### config.mk
export PLATFORM = sky130hd
export DESIGN_NAME = crrbs_strap_ctrl
export DESIGN_NICKNAME = d
export VERILOG_FILES = /design/src/inc/crrbs_pkg.sv /design/src/inc/crrbs_lock_if.sv /design/src/hw/crrbs_lock_timer.sv /design/src/hw/crrbs_strap_ctrl.sv
export SDC_FILE = /design/constraint.sdc
export NUM_CORES = 1
export LEC_CHECK = 0
export ABC_AREA = 1
export BUFFER_PORTS_ARGS = -buffer_cell sky130_fd_sc_hd__buf_2
export CAP_MARGIN = 5
export CORE_UTILIZATION = 54
export DETAILED_ROUTE_END_ITERATION = 16
export GPL_TIMING_DRIVEN = 0
export HOLD_SLACK_MARGIN = 0.06
export PLACE_DENSITY = 0.83
export SLEW_MARGIN = 20
export SYNTH_ARGS = -nofsm -noshare
export SYNTH_HDL_FRONTEND = slang
export SYNTH_SLANG_ARGS = --single-unit
### constraint.sdc
create_clock -name clk -period 2.2 [get_ports clk]
set_input_delay 0.33 -clock clk [delete_from_list [all_inputs] [get_ports clk]]
set_output_delay 0.33 -clock clk [all_outputs]
set_load 0.01 [all_outputs]
### src/inc/crrbs_pkg.sv
// Constants and types for the clock-ratio, reset-indication and boot strap logic
package crrbs_pkg;

  // ==========================================================================
  // Reset-indication timing
  localparam int         LOCK_W      = 12;
  localparam logic [11:0] LOCK_CYCLES = 12'hFF0;  // 4080 input-clock cycles

  // ==========================================================================
  // Core multiplier values and reserved core-ratio code
  localparam logic [3:0] MULT_NONE = 4'h0;  // Reserved ratio code
  localparam logic [3:0] MULT_X2   = 4'h2;
  localparam logic [3:0] MULT_X3   = 4'h3;
  localparam logic [3:0] MULT_X4   = 4'h4;
  localparam logic [3:0] MULT_X6   = 4'h6;
  localparam logic [3:0] MULT_X8   = 4'h8;
  localparam logic [1:0] RATIO_RSVD = 2'h3; // Unassigned core-ratio code

  // ==========================================================================
  // Boot DMA channels
  localparam logic [3:0] DMA_CH_NONE   = 4'h0;
  localparam logic [3:0] DMA_CH_SERIAL = 4'h8;  // SPI and link boot
  localparam logic [3:0] DMA_CH_EXTPRT = 4'hA;  // Host and EPROM boot

  // ==========================================================================
  // Fetch start address after reset, plain default
  localparam int          ADDR_W       = 24;
  localparam logic [23:0] RESET_VECTOR = 24'h000000;

  // ==========================================================================
  // Pin synchroniser width and reset values
  localparam int          SYNC_W     = 13;
  localparam logic [12:0] SYNC_RST   = 13'h0000;
  localparam logic [2:0]  ID_KEEPER  = 3'h0;  // Identity 00x, low bit ignored

  // ==========================================================================
  // Boot modes, one-hot
  typedef enum logic [5:0] {
    CRRBS_BOOT_EPROM = 6'h01,
    CRRBS_BOOT_HOST  = 6'h02,
    CRRBS_BOOT_SPI   = 6'h04,
    CRRBS_BOOT_LINK  = 6'h08,
    CRRBS_BOOT_NONE  = 6'h10,
    CRRBS_BOOT_RSVD  = 6'h20
  } crrbs_boot_t;

endpackage

### src/inc/crrbs_lock_if.sv
// Carrier between the strap controller and its lock timer
`timescale 1ns/1ps
interface crrbs_lock_if;
  logic                      hold;    // Timer held cleared while reset stands
  logic                      locked;  // Lock period has elapsed
  logic [crrbs_pkg::LOCK_W-1:0] count;  // Cycles since reset release

  modport timer (input hold, output locked, output count);
  modport ctrl  (output hold, input locked, input count);
endinterface

### src/hw/crrbs_lock_timer.sv
// Counter that times the multiplier lock period after reset release
`timescale 1ns/1ps
module crrbs_lock_timer (
  input wire logic clk,          // Input clock
  input wire logic srst,         // Synchronous reset, active high
  crrbs_lock_if.timer lk         // Hold in, lock state out
);

  // ==========================================================================
  // Lock counter
  // counts release cycles
  always_ff @(posedge clk) begin
    if (srst || lk.hold) begin
      lk.count <= '0;
    end else if (lk.count != crrbs_pkg::LOCK_CYCLES) begin
      lk.count <= lk.count + 12'h001;
    end
  end

  // Locked rises one edge early so the top's output flop lands on edge 4080
  always_ff @(posedge clk) begin
    if (srst || lk.hold) begin
      lk.locked <= 1'b0;
    end else if (lk.count == crrbs_pkg::LOCK_CYCLES - 12'h002) begin
      lk.locked <= 1'b1;
    end
  end

  // ==========================================================================
  // Checks
  count_bound_a: assert property (@(posedge clk) disable iff (srst)
    lk.count <= crrbs_pkg::LOCK_CYCLES)
    else $error("lock counter ran past its limit");

  lock_point_a: assert property (@(posedge clk) disable iff (srst)
    $rose(lk.locked) |-> lk.count == crrbs_pkg::LOCK_CYCLES - 12'h001)
    else $error("lock flag rose at the wrong count");

endmodule

### src/hw/crrbs_strap_ctrl.sv
// Clock-ratio, reset-indication and boot strap controller
`timescale 1ns/1ps
module crrbs_strap_ctrl (
  input  wire logic        clk,                      // Input clock, 20 MHz
  input  wire logic        srst,                     // Device reset, sync, high
  input  wire logic        clock_double_select,      // Strap, low enables doubling
  input  wire logic [1:0]  core_ratio_select,        // Core ratio strap
  input  wire logic        eprom_boot_strap,         // EPROM boot strap
  input  wire logic        link_boot_strap,          // Link boot strap
  input  wire logic [2:0]  processor_identity_strap, // Identity strap
  input  wire logic        bus_master,               // Pin, high while bus master
  input  wire logic        host_bus_grant_n,         // Pin, low when host owns bus
  input  wire logic        boot_memory_select_in,    // Boot select pin level
  input  wire logic        eprom_select,             // Loader wants EPROM selected
  output logic [3:0]       core_multiplier,          // Core to input clock ratio
  output logic             ratio_reserved,           // Ratio code 11 sampled
  output logic             port_clock_double,        // Port clock at 2x
  output logic             port_clock_output,        // Port clock pin level
  output logic             port_clock_output_oe_n,   // Low while pin is driven
  output logic             port_clock_keeper_en,     // Keeper latch enable
  output logic             reset_indication_out_n,   // Low while core in reset
  output logic             core_fetch_en,            // Core may fetch
  output logic [23:0]      fetch_address,            // First fetch address
  output logic [5:0]       boot_mode,                // One-hot boot mode
  output logic [3:0]       boot_dma_channel,         // DMA channel for boot
  output logic             boot_reserved,            // Both boot straps high
  output logic             boot_memory_select_out,   // Chip select, low active
  output logic             boot_memory_select_oe_n   // Low while pin is driven
);

  // ==========================================================================
  // Pin synchronisers
  logic [12:0] sync1_reg;
  logic [12:0] sync2_reg;
  logic [12:0] pins;

  assign pins = {clock_double_select, core_ratio_select, eprom_boot_strap, link_boot_strap,
                 processor_identity_strap, bus_master, host_bus_grant_n,
                 boot_memory_select_in, 2'b00};

  // Two flops before any logic reads a pin; no reset, so straps pass while reset stands
  always_ff @(posedge clk) begin
    sync1_reg <= pins;
    sync2_reg <= sync1_reg;
  end

  logic       dbl_s;
  logic [1:0] ratio_s;
  logic       eprom_boot_strap_s;
  logic       link_boot_strap_s;
  logic [2:0] id_s;
  logic       master_s;
  logic       hbg_n_s;
  logic       bms_s;

  assign dbl_s    = sync2_reg[12];
  assign ratio_s  = sync2_reg[11:10];
  assign eprom_boot_strap_s  = sync2_reg[9];
  assign link_boot_strap_s  = sync2_reg[8];
  assign id_s     = sync2_reg[7:5];
  assign master_s = sync2_reg[4];
  assign hbg_n_s  = sync2_reg[3];
  assign bms_s    = sync2_reg[2];

  // ==========================================================================
  // Strap capture
  logic       dbl_reg;
  logic [1:0] ratio_reg;
  logic       eprom_boot_strap_reg;
  logic       link_boot_strap_reg;
  logic [2:0] id_reg;
  logic       bms_reg;

  always_ff @(posedge clk) begin
    if (srst) begin
      dbl_reg   <= dbl_s;
      ratio_reg <= ratio_s;
      eprom_boot_strap_reg <= eprom_boot_strap_s;
      link_boot_strap_reg <= link_boot_strap_s;
      id_reg    <= id_s;
      bms_reg   <= bms_s;
    end
  end

  // ==========================================================================
  // Clock ratio decode
  logic [3:0] mult_next;

  always_comb begin
    case (ratio_reg)
      2'h0:    mult_next = dbl_reg ? crrbs_pkg::MULT_X2 : crrbs_pkg::MULT_X4;
      2'h1:    mult_next = dbl_reg ? crrbs_pkg::MULT_X3 : crrbs_pkg::MULT_X6;
      2'h2:    mult_next = dbl_reg ? crrbs_pkg::MULT_X4 : crrbs_pkg::MULT_X8;
      default: mult_next = crrbs_pkg::MULT_NONE;
    endcase
  end

  always_ff @(posedge clk) begin
    if (srst) begin
      core_multiplier   <= crrbs_pkg::MULT_NONE;
      ratio_reserved    <= 1'b0;
      port_clock_double <= 1'b0;
    end else begin
      core_multiplier   <= mult_next;
      ratio_reserved    <= (ratio_reg == crrbs_pkg::RATIO_RSVD);
      port_clock_double <= ~dbl_reg;
    end
  end

  // ==========================================================================
  // Port clock output; clk stands for four times the input clock rate
  logic pclk_div_reg;
  logic owns_bus;

  assign owns_bus = master_s & hbg_n_s;

  always_ff @(posedge clk) begin
    if (srst) begin
      pclk_div_reg <= 1'b0;
    end else begin
      pclk_div_reg <= ~pclk_div_reg;
    end
  end

  always_ff @(posedge clk) begin
    if (srst) begin
      port_clock_output <= 1'b0;
    end else if (owns_bus && (port_clock_double || pclk_div_reg)) begin
      port_clock_output <= ~port_clock_output;
    end
  end

  always_ff @(posedge clk) begin
    if (srst) begin
      port_clock_output_oe_n <= 1'b1;
    end else begin
      port_clock_output_oe_n <= ~owns_bus;
    end
  end

  always_ff @(posedge clk) begin
    if (srst) begin
      port_clock_keeper_en <= 1'b0;
    end else begin
      port_clock_keeper_en <= (id_reg[2:1] == crrbs_pkg::ID_KEEPER[2:1]);
    end
  end

  // ==========================================================================
  // Reset indication and fetch start
  crrbs_lock_if lk ();

  assign lk.hold = srst;

  crrbs_lock_timer u_timer (
    .clk  (clk),
    .srst (srst),
    .lk   (lk)
  );

  always_ff @(posedge clk) begin
    if (srst) begin
      reset_indication_out_n <= 1'b0;
      core_fetch_en          <= 1'b0;
      fetch_address          <= crrbs_pkg::RESET_VECTOR;
    end else begin
      reset_indication_out_n <= lk.locked;
      core_fetch_en          <= lk.locked;
      fetch_address          <= crrbs_pkg::RESET_VECTOR;
    end
  end

  // ==========================================================================
  // Boot mode decode
  crrbs_pkg::crrbs_boot_t mode_next;
  logic [3:0]             chan_next;

  always_comb begin
    case ({eprom_boot_strap_reg, link_boot_strap_reg})
      2'b10:   mode_next = crrbs_pkg::CRRBS_BOOT_EPROM;
      2'b00:   mode_next = bms_reg ? crrbs_pkg::CRRBS_BOOT_HOST : crrbs_pkg::CRRBS_BOOT_NONE;
      2'b01:   mode_next = bms_reg ? crrbs_pkg::CRRBS_BOOT_LINK : crrbs_pkg::CRRBS_BOOT_SPI;
      default: mode_next = crrbs_pkg::CRRBS_BOOT_RSVD;
    endcase
  end

  always_comb begin
    case (mode_next)
      crrbs_pkg::CRRBS_BOOT_EPROM: chan_next = crrbs_pkg::DMA_CH_EXTPRT;
      crrbs_pkg::CRRBS_BOOT_HOST:  chan_next = crrbs_pkg::DMA_CH_EXTPRT;
      crrbs_pkg::CRRBS_BOOT_SPI:   chan_next = crrbs_pkg::DMA_CH_SERIAL;
      crrbs_pkg::CRRBS_BOOT_LINK:  chan_next = crrbs_pkg::DMA_CH_SERIAL;
      default:                     chan_next = crrbs_pkg::DMA_CH_NONE;
    endcase
  end

  always_ff @(posedge clk) begin
    if (srst) begin
      boot_mode        <= crrbs_pkg::CRRBS_BOOT_NONE;
      boot_dma_channel <= crrbs_pkg::DMA_CH_NONE;
      boot_reserved    <= 1'b0;
    end else begin
      boot_mode        <= mode_next;
      boot_dma_channel <= chan_next;
      boot_reserved    <= (mode_next == crrbs_pkg::CRRBS_BOOT_RSVD);
    end
  end

  always_ff @(posedge clk) begin
    if (srst) begin
      boot_memory_select_out  <= 1'b1;
      boot_memory_select_oe_n <= 1'b1;
    end else begin
      boot_memory_select_out  <= ~eprom_select;
      boot_memory_select_oe_n <= ~((mode_next == crrbs_pkg::CRRBS_BOOT_EPROM) && owns_bus);
    end
  end

  // ==========================================================================
  // Checks
  oe_follows_bus_a: assert property (@(posedge clk) disable iff (srst)
    !port_clock_output_oe_n |-> $past(owns_bus))
    else $error("port clock driven without bus ownership");

  no_toggle_float_a: assert property (@(posedge clk) disable iff (srst)
    $changed(port_clock_output) |-> $past(owns_bus))
    else $error("port clock toggled while not owning the bus");

  single_rate_a: assert property (@(posedge clk) disable iff (srst)
    (!port_clock_double && owns_bus && $past(owns_bus) && $changed(port_clock_output))
    |=> !$changed(port_clock_output))
    else $error("port clock ran fast in single mode");

  ratio_table_a: assert property (@(posedge clk) disable iff (srst)
    (!dbl_reg && ratio_reg == 2'h2) |=> core_multiplier == crrbs_pkg::MULT_X8)
    else $error("doubled code 10 did not give 8x");

  straps_frozen_a: assert property (@(posedge clk) disable iff (srst)
    $stable(ratio_reg) && $stable(eprom_boot_strap_reg) && $stable(bms_reg))
    else $error("strap sample changed outside reset");

  rst_ind_hold_a: assert property (@(posedge clk)
    $fell(srst) |-> !reset_indication_out_n [*8])
    else $error("reset indication released too early");

  rst_ind_time_a: assert property (@(posedge clk) disable iff (srst)
    $rose(reset_indication_out_n) |-> lk.count == crrbs_pkg::LOCK_CYCLES)
    else $error("reset indication released at wrong time");

  bms_float_a: assert property (@(posedge clk) disable iff (srst)
    !boot_memory_select_oe_n |-> boot_mode == crrbs_pkg::CRRBS_BOOT_EPROM)
    else $error("boot select driven outside EPROM mode");

  serial_chan_a: assert property (@(posedge clk) disable iff (srst)
    (boot_mode == crrbs_pkg::CRRBS_BOOT_SPI) |-> boot_dma_channel == crrbs_pkg::DMA_CH_SERIAL)
    else $error("serial boot not on channel 8");

  host_chan_a: assert property (@(posedge clk) disable iff (srst)
    (boot_mode == crrbs_pkg::CRRBS_BOOT_HOST) |-> boot_dma_channel == crrbs_pkg::DMA_CH_EXTPRT)
    else $error("host boot not on channel 10");

  cov_release_c: cover property (@(posedge clk) $rose(reset_indication_out_n));
  cov_eprom_c:   cover property (@(posedge clk) !boot_memory_select_oe_n);
  cov_dbl_c:     cover property (@(posedge clk) port_clock_double && !port_clock_output_oe_n);

endmodule

# After elaboration in Yosys (flattened, before gate mapping)
# Cells that the tools add are included.
# op_classes
bitwise_logic,7
n_eq_ne,12
n_addsub,1
n_reduce_logical,8
n_mux,8
# op_table
op,count
$pmux W6 S3,1
$add A12 B1 Y12 const B,1
$eq A12 B12 Y1 const B,1
$ne A12 B12 Y1 const B,1
$pmux W4 S3,1
$mux W4,2
$pmux W4 S2,1
$eq A2 B2 Y1 const B,3
$eq A6 B1 Y1 const B,1
$eq A6 B2 Y1 const B,1
$eq A6 B3 Y1 const B,1
$eq A6 B4 Y1 const B,1
$eq A6 B6 Y1 const B,1
$logic_not A2 Y1,3
$mux W3,2
$not A1 Y1,6
$mux W5,1
$eq A2 B1 Y1 const B,2
$reduce_or A2 Y1,2
$logic_and A1 B1 Y1,2
$and A1 B1 Y1,1
$logic_or A1 B1 Y1,1
# word_totals
inputBits,14
elab_cells,59
register_bits,68
output_inout_bits,48

# Longest topological paths before layout
# Gate-level depths: netlist (run 1).
# logic_depth
word_depth,5
ltp_mapped,7
depth_no_buf,7

# Modules after synthesis
# Synthesis (run 1) repeated with hierarchy kept, for this count alone.
# unflattened
hier_cells,215
hier_area_um2,2177.1
# modules_own_cells
module,n_inst,cells_each,area_each_um2
crrbs_strap_ctrl,1,124,1503.9
crrbs_lock_timer,1,91,673.1

# Worst setup path before layout (run 1)
# Ideal clock, no wire load.
# synth_path
path_type,register -> register
startpoint,register u_timer.lk.count[1]
endpoint,register u_timer.lk.count[6]
arrival_ns,1.003
setup_slack_ns,1.069
setup_ns,0.128
stages_incl_launch_ff,6
t_required_ns,2.072
n_path_buf,0
path_cell_list,dfxtp_1 > ha_1 > nand3_2 > nor2_4 > xnor2_1 > nor2_1
# synth_between
elab_chain_len,1
word_cells_on_any_way,2
cone_classes,1 x add/sub; 1 x eq/ne
# synth_lines
element,line,text
"start, declared",crrbs_lock_if.sv:8,"modport timer (input hold, output locked, output count);"
"start signal, assigned",crrbs_lock_timer.sv:16,lk.count <= lk.count + 12'h001;
$add A12 B1 Y12 / $ne A12 B12 Y1 (equally long branches),"crrbs_lock_timer.sv:16, crrbs_lock_timer.sv:15",
# Parallel ways exist; a longest one is shown, timed or not.
# A chain may end at the register's enable or synchronous reset.

# Worst setup path in the final report (run 1)
# layout_path
startpoint,register u_timer.lk.count[1]
endpoint,register u_timer.lk.count[8]
# The elaborated chain is that of the path after synthesis.

==> results.json, run 1 <==
{
  "p_leak_uw": 0.00123,
  "postRouteWirelength_mm": 3.50,
  "start_kind": "flop",
  "synth_ff_type": "dfxtp_1",
  "crit_chain": "ha_1 > nand3_2 > nor2_4 > nand3b_1 > a21oi_2",
  "fin_crit_sh_pct": 60.4,
  "cp_slowest_stage_delay_ps": 430,
  "cts_setup_buffers": 0,
  "hold_path.startpoint": "core_ratio_select[1]",
  "drv_cap": 0,
  "cts_max_level": 3,
  "synth.avg_cell_area_um2": 10.3,
  "reg2reg_to": "u_timer.lk.count[8]",
  "synth_largest_area_cell": "dfxtp_1",
  "power_density_nw_per_um2": 919,
  "num_vias": 1459,
  "row_count": 22,
  "firstDrtPassIters": 4,
  "clk_pin_slew_worst_paths_ps": 70,
  "finalSetupTns_ps": 0,
  "grt.total_usage_pct": 19.0,
  "r2r_start": "u_timer.lk.count[1]",
  "cts_made_buffers": 9,
  "cts-root-buf": "clkbuf_8",
  "io_buffer_count": 34,
  "path_max_fanout": 6,
  "yosysMostFrequentCell": "dfxtp_1",
  "antenna_found_initial": 0,
  "outcome": "complete, no violations",
  "hold_class": "in -> reg",
  "clkLatencyLatePin_ps": 330,
  "rrSetupSlack_ps": 870,
  "drive_gt1_share_pct": 32.0,
  "maxSlewViolCount": 0,
  "syn_area_um2": 2120,
  "core_um2": 3720,
  "pre_cts_slack_ps": 900,
  "cts_tree": "done",
  "n_antenna_cell": 0,
  "drt_iter0_drc": 61,
  "cts.sinks": 62,
  "worstHoldEndpoint": "sync1_reg[11]",
  "synthCells": 206,
  "max-clock-path-buffers": 2,
  "synth_edf_count": 8,
  "fin_crit_ps": 1330,
  "grt_first_pass_wirelength_mm": 5.65,
  "io_pins": 62,
  "ys_ff_latch": 62,
  "hold_buffers": 0,
  "fmax_ghz": 0.753,
  "start_util_pct": 57.2,
  "fin_ws_ps": 872,
  "die_y_um": 64.7,
  "drcViolationCount": 0,
  "reg2reg_depth": 5,
  "dieArea_um2": 4190,
  "layout.nets": 293,
  "syn2layout_area_growth_pct": 25.7,
  "grt-ovfl-total": 0,
  "skew_ps": 4.86,
  "min_path_cells": 1,
  "viasPerCell": 4.43,
  "ys_warn_count": 0,
  "fp.dieW_um": 64.7,
  "gp_congestion": 0.838,
  "dp_hpwl_mm": 2.39,
  "grt_max_degree": 12,
  "largest_reg_flops": 12,
  "max-vdd-ir-drop_v": 0.000613,
  "detail-route-antenna-nets": 0,
  "crit_path_end_kind": "flop",
  "cp.buffers_inverters": 0,
  "ys_top_cells_by_count": "dfxtp_1 (54), nand2_1 (30), buf_4 (28)",
  "setup_violations": 0,
  "seq_area_frac_synth_pct": 62.2,
  "yosysTopAreaCellShare_pct": 50.9,
  "grt_pass1_vias": 1334,
  "synth_area_leaders": "dfxtp_1 (51%), edfxtp_1 (11%), buf_4 (9.9%)",
  "ctsResizeCount": 0,
  "grt_setup_unrepaired": "no",
  "drt-wirelength-per-cell_um": 10.6,
  "cp_slowest_cell": "dfxtp_1",
  "worstSetupPathType": "reg -> reg",
  "async_flop_share_pct": 0,
  "hold_viol": 0,
  "nFillCells": 265,
  "critPathTopFamily": "simple AND/OR/NAND/NOR gates",
  "worstPathArrival_ps": 1600,
  "ys_types": 30,
  "required_ps": 2470
}
==> kinds of logic after synthesis <==
logic type / synth area share, %
buffers and inverters: 13.2
other: 0.177
flip-flops: 62.2
adder cells (fa/ha/maj): 1.77
AND/OR/NAND/NOR: 16.3
AO/OA/AOI/OAI: 5.12
XOR/XNOR: 1.24
==> through the flow <==
stage                     hold WS [ps]  std cells  instance area (um2)  power (uW)  utilization [%]
after floorplan                    310        231                 2220        1350                -
after global placement             310        313                 2450        1380             65.9
after detailed placement           312        313                 2450        1390             65.9
after CTS                         79.6        329                 2670        2470             71.9
after global routing              76.8        329                 2670        2550             71.9
final                             93.2        329                 2670        2460             71.9
==> cells in the final DEF (no fill, tap or decap), types with 8 or more instances in the layout <==
cell / n
nand2_1: 30
buf_2: 36
inv_1: 12
buf_4: 28
a21oi_1: 9
nor2_1: 16
edfxtp_1: 8
conb_1: 26
clkbuf_8: 10
dfxtp_1: 54
==> area by class of cell <==
cell class                 count  area [um2]  share of cell area (%)
tap                           48        60.1                    2.25
buffer                        31         224                    8.38
sequential                    62        1320                    49.5
multi-input combinational    123         617                    23.1
timing repair buffer          34         170                    6.37
clock buffer                  10         138                    5.15
inverter                      15        56.3                    2.11
clock inverter                 6        85.1                    3.19
==> routing by layer <==
metal	global-route usage (%)	vias to the layer above	share of wire [%]	wire length, um
met4	11.7	0	2.7	95
met1	20.0	631	40	1400
met5	0	-	0	0
met3	8.45	9	8.7	303
met2	30.7	65	49	1700
li1	-	754	-	-
==> worst max-delay path by stage <==
stage | start | to | slack [ps] | cells past startpoint
after floorplan | u_timer.lk.count[1] | u_timer.lk.count[6] | 1070 | 5
after global placement | u_timer.lk.count[1] | u_timer.lk.count[6] | 950 | 5
after detailed placement | u_timer.lk.count[1] | u_timer.lk.count[8] | 900 | 5
after CTS | u_timer.lk.count[1] | u_timer.lk.count[8] | 880 | 5
after global routing | u_timer.lk.count[1] | u_timer.lk.count[8] | 770 | 5
final | u_timer.lk.count[1] | u_timer.lk.count[8] | 870 | 5
==> power by group <==
group / switching, uW / total [uW] / leakage, uW / internal [uW]
Sequential: 24.2 / 1220 / 0.000525 / 1200
Combinational: 79.1 / 147 / 0.000601 / 67.8
Clock: 425 / 1090 / 0.000108 / 664
Note: power is estimated with default switching activity, not from simulation.
==> run 2: changes to the inputs <==
--- a/config.mk
+++ b/config.mk
@@ -8,11 +8,11 @@
 export ABC_AREA = 1
 export BUFFER_PORTS_ARGS = -buffer_cell sky130_fd_sc_hd__buf_2
 export CAP_MARGIN = 5
-export CORE_UTILIZATION = 54
+export CORE_UTILIZATION = 50
 export DETAILED_ROUTE_END_ITERATION = 16
 export GPL_TIMING_DRIVEN = 0
 export HOLD_SLACK_MARGIN = 0.06
-export PLACE_DENSITY = 0.83
+export PLACE_DENSITY = 0.77
 export SLEW_MARGIN = 20
 export SYNTH_ARGS = -nofsm -noshare
 export SYNTH_HDL_FRONTEND = slang
==> constraint.sdc (replaced) <==
create_clock -name clk -period 1.3 [get_ports clk]
set_input_delay 0.195 -clock clk [delete_from_list [all_inputs] [get_ports clk]]
set_output_delay 0.195 -clock clk [all_outputs]
set_load 0.01 [all_outputs]
==> run 2 against run 1 <==
  * Worst setup slack worse by 770 ps
  * Core utilization is 2.4 points lower
  * Sequential share of layout area is 2.1 points lower
  * Sequential power is 70% higher
==> results.json, run 2 (synthesis gave the netlist of run 1 again) <==
{
  "outcome": "complete, no violations",
  "cts_tree": "done",
  "grt_pass1_vias": 1341,
  "p_leak_uw": 0.00128,
  "firstDrtPassIters": 4,
  "postLayoutCoreUtil_pct": 69.5,
  "max-vdd-ir-drop_v": 0.000658,
  "drv_cap": 0,
  "grt_max_degree": 12,
  "syn2layout_area_growth_pct": 31.7,
  "maxSlewViolCount": 0,
  "grt_first_pass_wirelength_mm": 5.47,
  "use_met1_pct": 18.7,
  "setup_violations": 0,
  "drive_gt1_share_pct": 31.5,
  "gr-usage-met2_pct": 27.5,
  "crit_path_end_kind": "flop",
  "antenna_found_initial": 0,
  "pre_cts_slack_ps": 35.6,
  "top_usage_layer": "met2",
  "grt.total_usage_pct": 17.1,
  "num_vias": 1471,
  "skew_ps": 8.25,
  "io_buffer_count": 34,
  "rrSetupSlack_ps": 100,
  "final_cell_mix": "dfxtp_1 (52), buf_2 (36), nand2_1 (30)",
  "postRouteWirelength_mm": 3.41,
  "start_kind": "flop",
  "worstHoldEndpoint": "ratio_reg[1]",
  "dp_hpwl_mm": 2.28,
  "drt_iter0_drc": 71,
  "fmax_ghz": 0.836,
  "r2r_start": "u_timer.lk.count[1]",
  "final_common_cell": "dfxtp_1",
  "fin_ws_ps": 104,
  "drcViolationCount": 0,
  "fp.dieW_um": 67.2,
  "layout.nets": 304,
  "n_antenna_cell": 0,
  "drt-wirelength-per-cell_um": 9.96,
  "clk_pin_slew_worst_paths_ps": 70,
  "row_count": 23,
  "cts_max_level": 3,
  "grt-ovfl-total": 0,
  "core_um2": 4030,
  "clkLatencyLatePin_ps": 320,
  "cts.sinks": 62,
  "max-clock-path-buffers": 2,
  "met3_usage_pct": 5.91,
  "dieArea_um2": 4510,
  "io_pins": 62,
  "final_cells": 342,
  "hold_viol": 0,
  "cts_made_buffers": 9,
  "detail-route-antenna-nets": 0,
  "gp_congestion": 0.849,
  "largest_reg_flops": 12,
  "power_density_nw_per_um2": 1460,
  "worstPathArrival_ps": 1390,
  "finalSetupTns_ps": 0,
  "fin_crit_sh_pct": 92.0,
  "path_max_fanout": 6,
  "cts-root-buf": "clkbuf_8",
  "dp_cells": 315,
  "hold_class": "in -> reg",
  "die_y_um": 67.2,
  "whs_ps": 238,
  "reg2reg_depth": 5,
  "min_path_cells": 1,
  "reg2reg_to": "u_timer.lk.count[6]",
  "required_ps": 1490,
  "viasPerCell": 4.30,
  "fin_crit_ps": 1200,
  "start_util_pct": 52.7,
  "worstSetupPathType": "reg -> reg",
  "hold_path.startpoint": "srst"
}
[run 2: cell types whose count changed in the layout (fill, tap and decap cells not counted), sizes merged]
cell	previous run	this run
clkbuf	11	13
clkinvlp	2	0
dlygate4sd3	0	11
[run 2: worst max-delay path by stage]
stage	startpoint	end	slack (ps)	cells after the start
detailed placement	u_timer.lk.count[1]	u_timer.lk.count[6]	40	5
CTS	u_timer.lk.count[1]	u_timer.lk.count[6]	20	5
floorplan	u_timer.lk.count[1]	u_timer.lk.count[6]	170	5
global route	u_timer.lk.count[0]	u_timer.lk.count[0]	-10	7
global placement	u_timer.lk.count[1]	u_timer.lk.count[6]	60	5
finish	u_timer.lk.count[1]	u_timer.lk.count[6]	100	5
[run 2: layout make-up]
class                   instances  area [um2]
fillers                       294        1230
clock buffers                  12         135
clock inverters                 4        73.8
repair buffers                 45         280
multi-input cells             123         641
flip-flops and latches         62        1330
plain buffers                  31         224
well taps                      50        62.6
inverters                      15        56.3
[run 2: routing by layer]
metal	routed length [um]	part of all wire (%)	up-vias
met5	0	0	-
met4	35	1.0	0
met3	213	6.3	4
met2	1660	49	55
met1	1500	44	637
li1	-	-	775
[run 2: per-stage QoR]
stage / cell area [um2] / power [uW]
floorplan: 2220 / 2280
global placement: 2450 / 2340
detailed placement: 2450 / 2350
CTS: 2770 / 4120
global route: 2800 / 4260
finish: 2800 / 4090
[run 2: critical path, cell delays in order (launching register included)]
cell	delay, ps
dfxtp_4	370
ha_2	220
nand3_4	100
nor2_4	180
xnor2_1	140
nor2_1	50
[run 2: power breakdown]
part	switching, uW	internal, uW
combinational	139	141
clock	660	1080
sequential	40.8	2030
total	840	3250
[run 2: what timing repair did]
action	in CTS	in global routing
gates resized for setup	0	8
setup endpoints to repair	0	5
endpoints found under the hold margin	11	0
buffers inserted	0	0
hold buffers	11	0
==> run 3: changes to the inputs <==
--- a/config.mk
+++ b/config.mk
@@ -8,6 +8,7 @@
 export ABC_AREA = 1
 export BUFFER_PORTS_ARGS = -buffer_cell sky130_fd_sc_hd__buf_2
 export CAP_MARGIN = 5
+export CORE_ASPECT_RATIO = 2
 export CORE_UTILIZATION = 50
 export DETAILED_ROUTE_END_ITERATION = 16
 export GPL_TIMING_DRIVEN = 0
==> run 3 against run 2 <==
  * Core utilization decreased by 1.4 points
  * Sequential share of layout area grew 0.35 points
  * Clock skew decreased by 0.95 ps
  * Power is 2.9% lower
  * Via count increased by 1.7%
  * Non-clock buffer count unchanged
  * Register-to-register slack worse by 40 ps
  * Sequential power is essentially flat
  * Clock-buffer cell count fell by 3
  * Largest cell class unchanged
==> results.json, run 3 (synthesis gave the netlist of run 1 again) <==
{
  "grt-ovfl-total": 0,
  "drcViolationCount": 0,
  "path_max_fanout": 5,
  "cp.buffers_inverters": 0,
  "drv_cap": 0,
  "die_y_um": 94.2,
  "outcome": "complete, no violations",
  "row_count": 33,
  "setup_violations": 0,
  "fin_total_pwr_uw": 3970,
  "max-clock-path-buffers": 2,
  "fp.dieW_um": 48.1,
  "hold_class": "in -> reg",
  "p_leak_uw": 0.00127,
  "firstDrtPassIters": 5,
  "final_cells": 344,
  "start_kind": "flop",
  "gp_congestion": 0.810,
  "cts_tree": "done",
  "worstPathArrival_ps": 1460,
  "critPathTopFamily": "simple AND/OR/NAND/NOR gates",
  "cts_max_level": 3,
  "io_pins": 62,
  "cts_made_buffers": 9,
  "n_antenna_cell": 0,
  "path_common_cell": "nand2_1",
  "syn2layout_area_growth_pct": 31.0,
  "fmax_ghz": 0.811,
  "required_ps": 1530,
  "viasPerCell": 4.35,
  "cts.sinks": 62,
  "dieArea_um2": 4530,
  "grt_setup_unrepaired": "yes",
  "drt-wirelength-per-cell_um": 9.97,
  "detail-route-antenna-nets": 0,
  "postRouteWirelength_mm": 3.43,
  "largest_reg_flops": 12,
  "skew_ps": 7.30,
  "dp_hpwl_mm": 2.39,
  "maxSlewViolCount": 0,
  "grt.total_usage_pct": 18.3,
  "layout.nets": 304,
  "core_um2": 4090,
  "crit_chain": "ha_2 > nand3_2 > nor2_4 > nand2_1 > nand2_1 > a21oi_2",
  "fin_ws_ps": 67.3,
  "start_util_pct": 52.0,
  "whs_ps": 218,
  "fin_crit_sh_pct": 94.8,
  "cts-root-buf": "clkbuf_8",
  "final_cell_mix": "dfxtp_1 (52), buf_2 (36), nand2_1 (30)",
  "fin_crit_ps": 1230,
  "clk_pin_slew_worst_paths_ps": 70,
  "dp_cells": 317,
  "clkLatencyLatePin_ps": 340,
  "cp_slowest_cell": "dfxtp_4",
  "cp_slowest_stage_delay_ps": 380,
  "hold_viol": 0,
  "power_density_nw_per_um2": 1430,
  "max-vdd-ir-drop_v": 0.00127,
  "drt_iter0_drc": 13,
  "io_buffer_count": 34,
  "grt_first_pass_wirelength_mm": 5.50,
  "num_vias": 1496,
  "grt_pass1_vias": 1327,
  "final_common_cell": "dfxtp_1",
  "drive_gt1_share_pct": 32.2,
  "grt_max_degree": 13,
  "worstSetupPathType": "reg -> reg",
  "antenna_found_initial": 0,
  "crit_path_end_kind": "flop",
  "pre_cts_slack_ps": 22.4
}
-- run 3: cell count changes in the layout (fill, tap and decap cells not counted), sizes merged --
cell	before	now
inv	14	15
clkbuf	13	10
clkinv	3	4
clkinvlp	0	2
bufinv	2	1
-- run 3: per-layer routing --
layer  global-route usage [%]  part of all wire (%)  up-vias
met3                     7.69                   6.1       12
met2                     30.0                    55       64
met5                        0                     0        -
met4                     13.7                   4.2        0
met1                     16.3                    34      639
li1                         -                     -      781
-- run 3: report_power, final --
| group | internal [uW] | switching [uW] | total, uW |
|---|---|---|---|
| Combinational | 142 | 139 | 280 |
| Clock | 885 | 740 | 1630 |
| Sequential | 2020 | 39.4 | 2060 |
| Total | 3050 | 918 | 3970 |
-- run 3: through the flow --
step / utilization (%) / setup TNS (ps) / cell area, um2
floorplan: - / 0 / 2220
finish: 68.1 / 0 / 2780
CTS: 67.6 / 0 / 2760
global placement: 60.0 / 0 / 2450
detailed placement: 60.0 / 0 / 2450
global route: 68.1 / -13.6 / 2780
-- run 3: final timing paths --
check	start	to	slack, ps	cells after the start
max	u_timer.lk.count[0]	u_timer.lk.count[8]	70	6
min	srst	id_reg[1]	220	1
max reg2reg	u_timer.lk.count[0]	u_timer.lk.count[8]	70	6
min reg2reg	sync1_reg[3]	sync2_reg[3]	330	0
-- run 3: area by class of cell --
type	count	area, um2
flip-flops and latches	62	1330
fillers	333	1300
multi-input cells	123	631
repair buffers	45	280
plain buffers	31	224
clock buffers	9	124
clock inverters	7	72.6
well taps	52	65.1
inverters	15	58.8
-- run 3: what timing repair did --
action                     CTS  global route
buffers inserted             0             0
hold buffers                11             0
resized for setup            1             7
hold endpoints to repair    11             0
setup endpoints to repair    1             5
pin swaps                    0             1
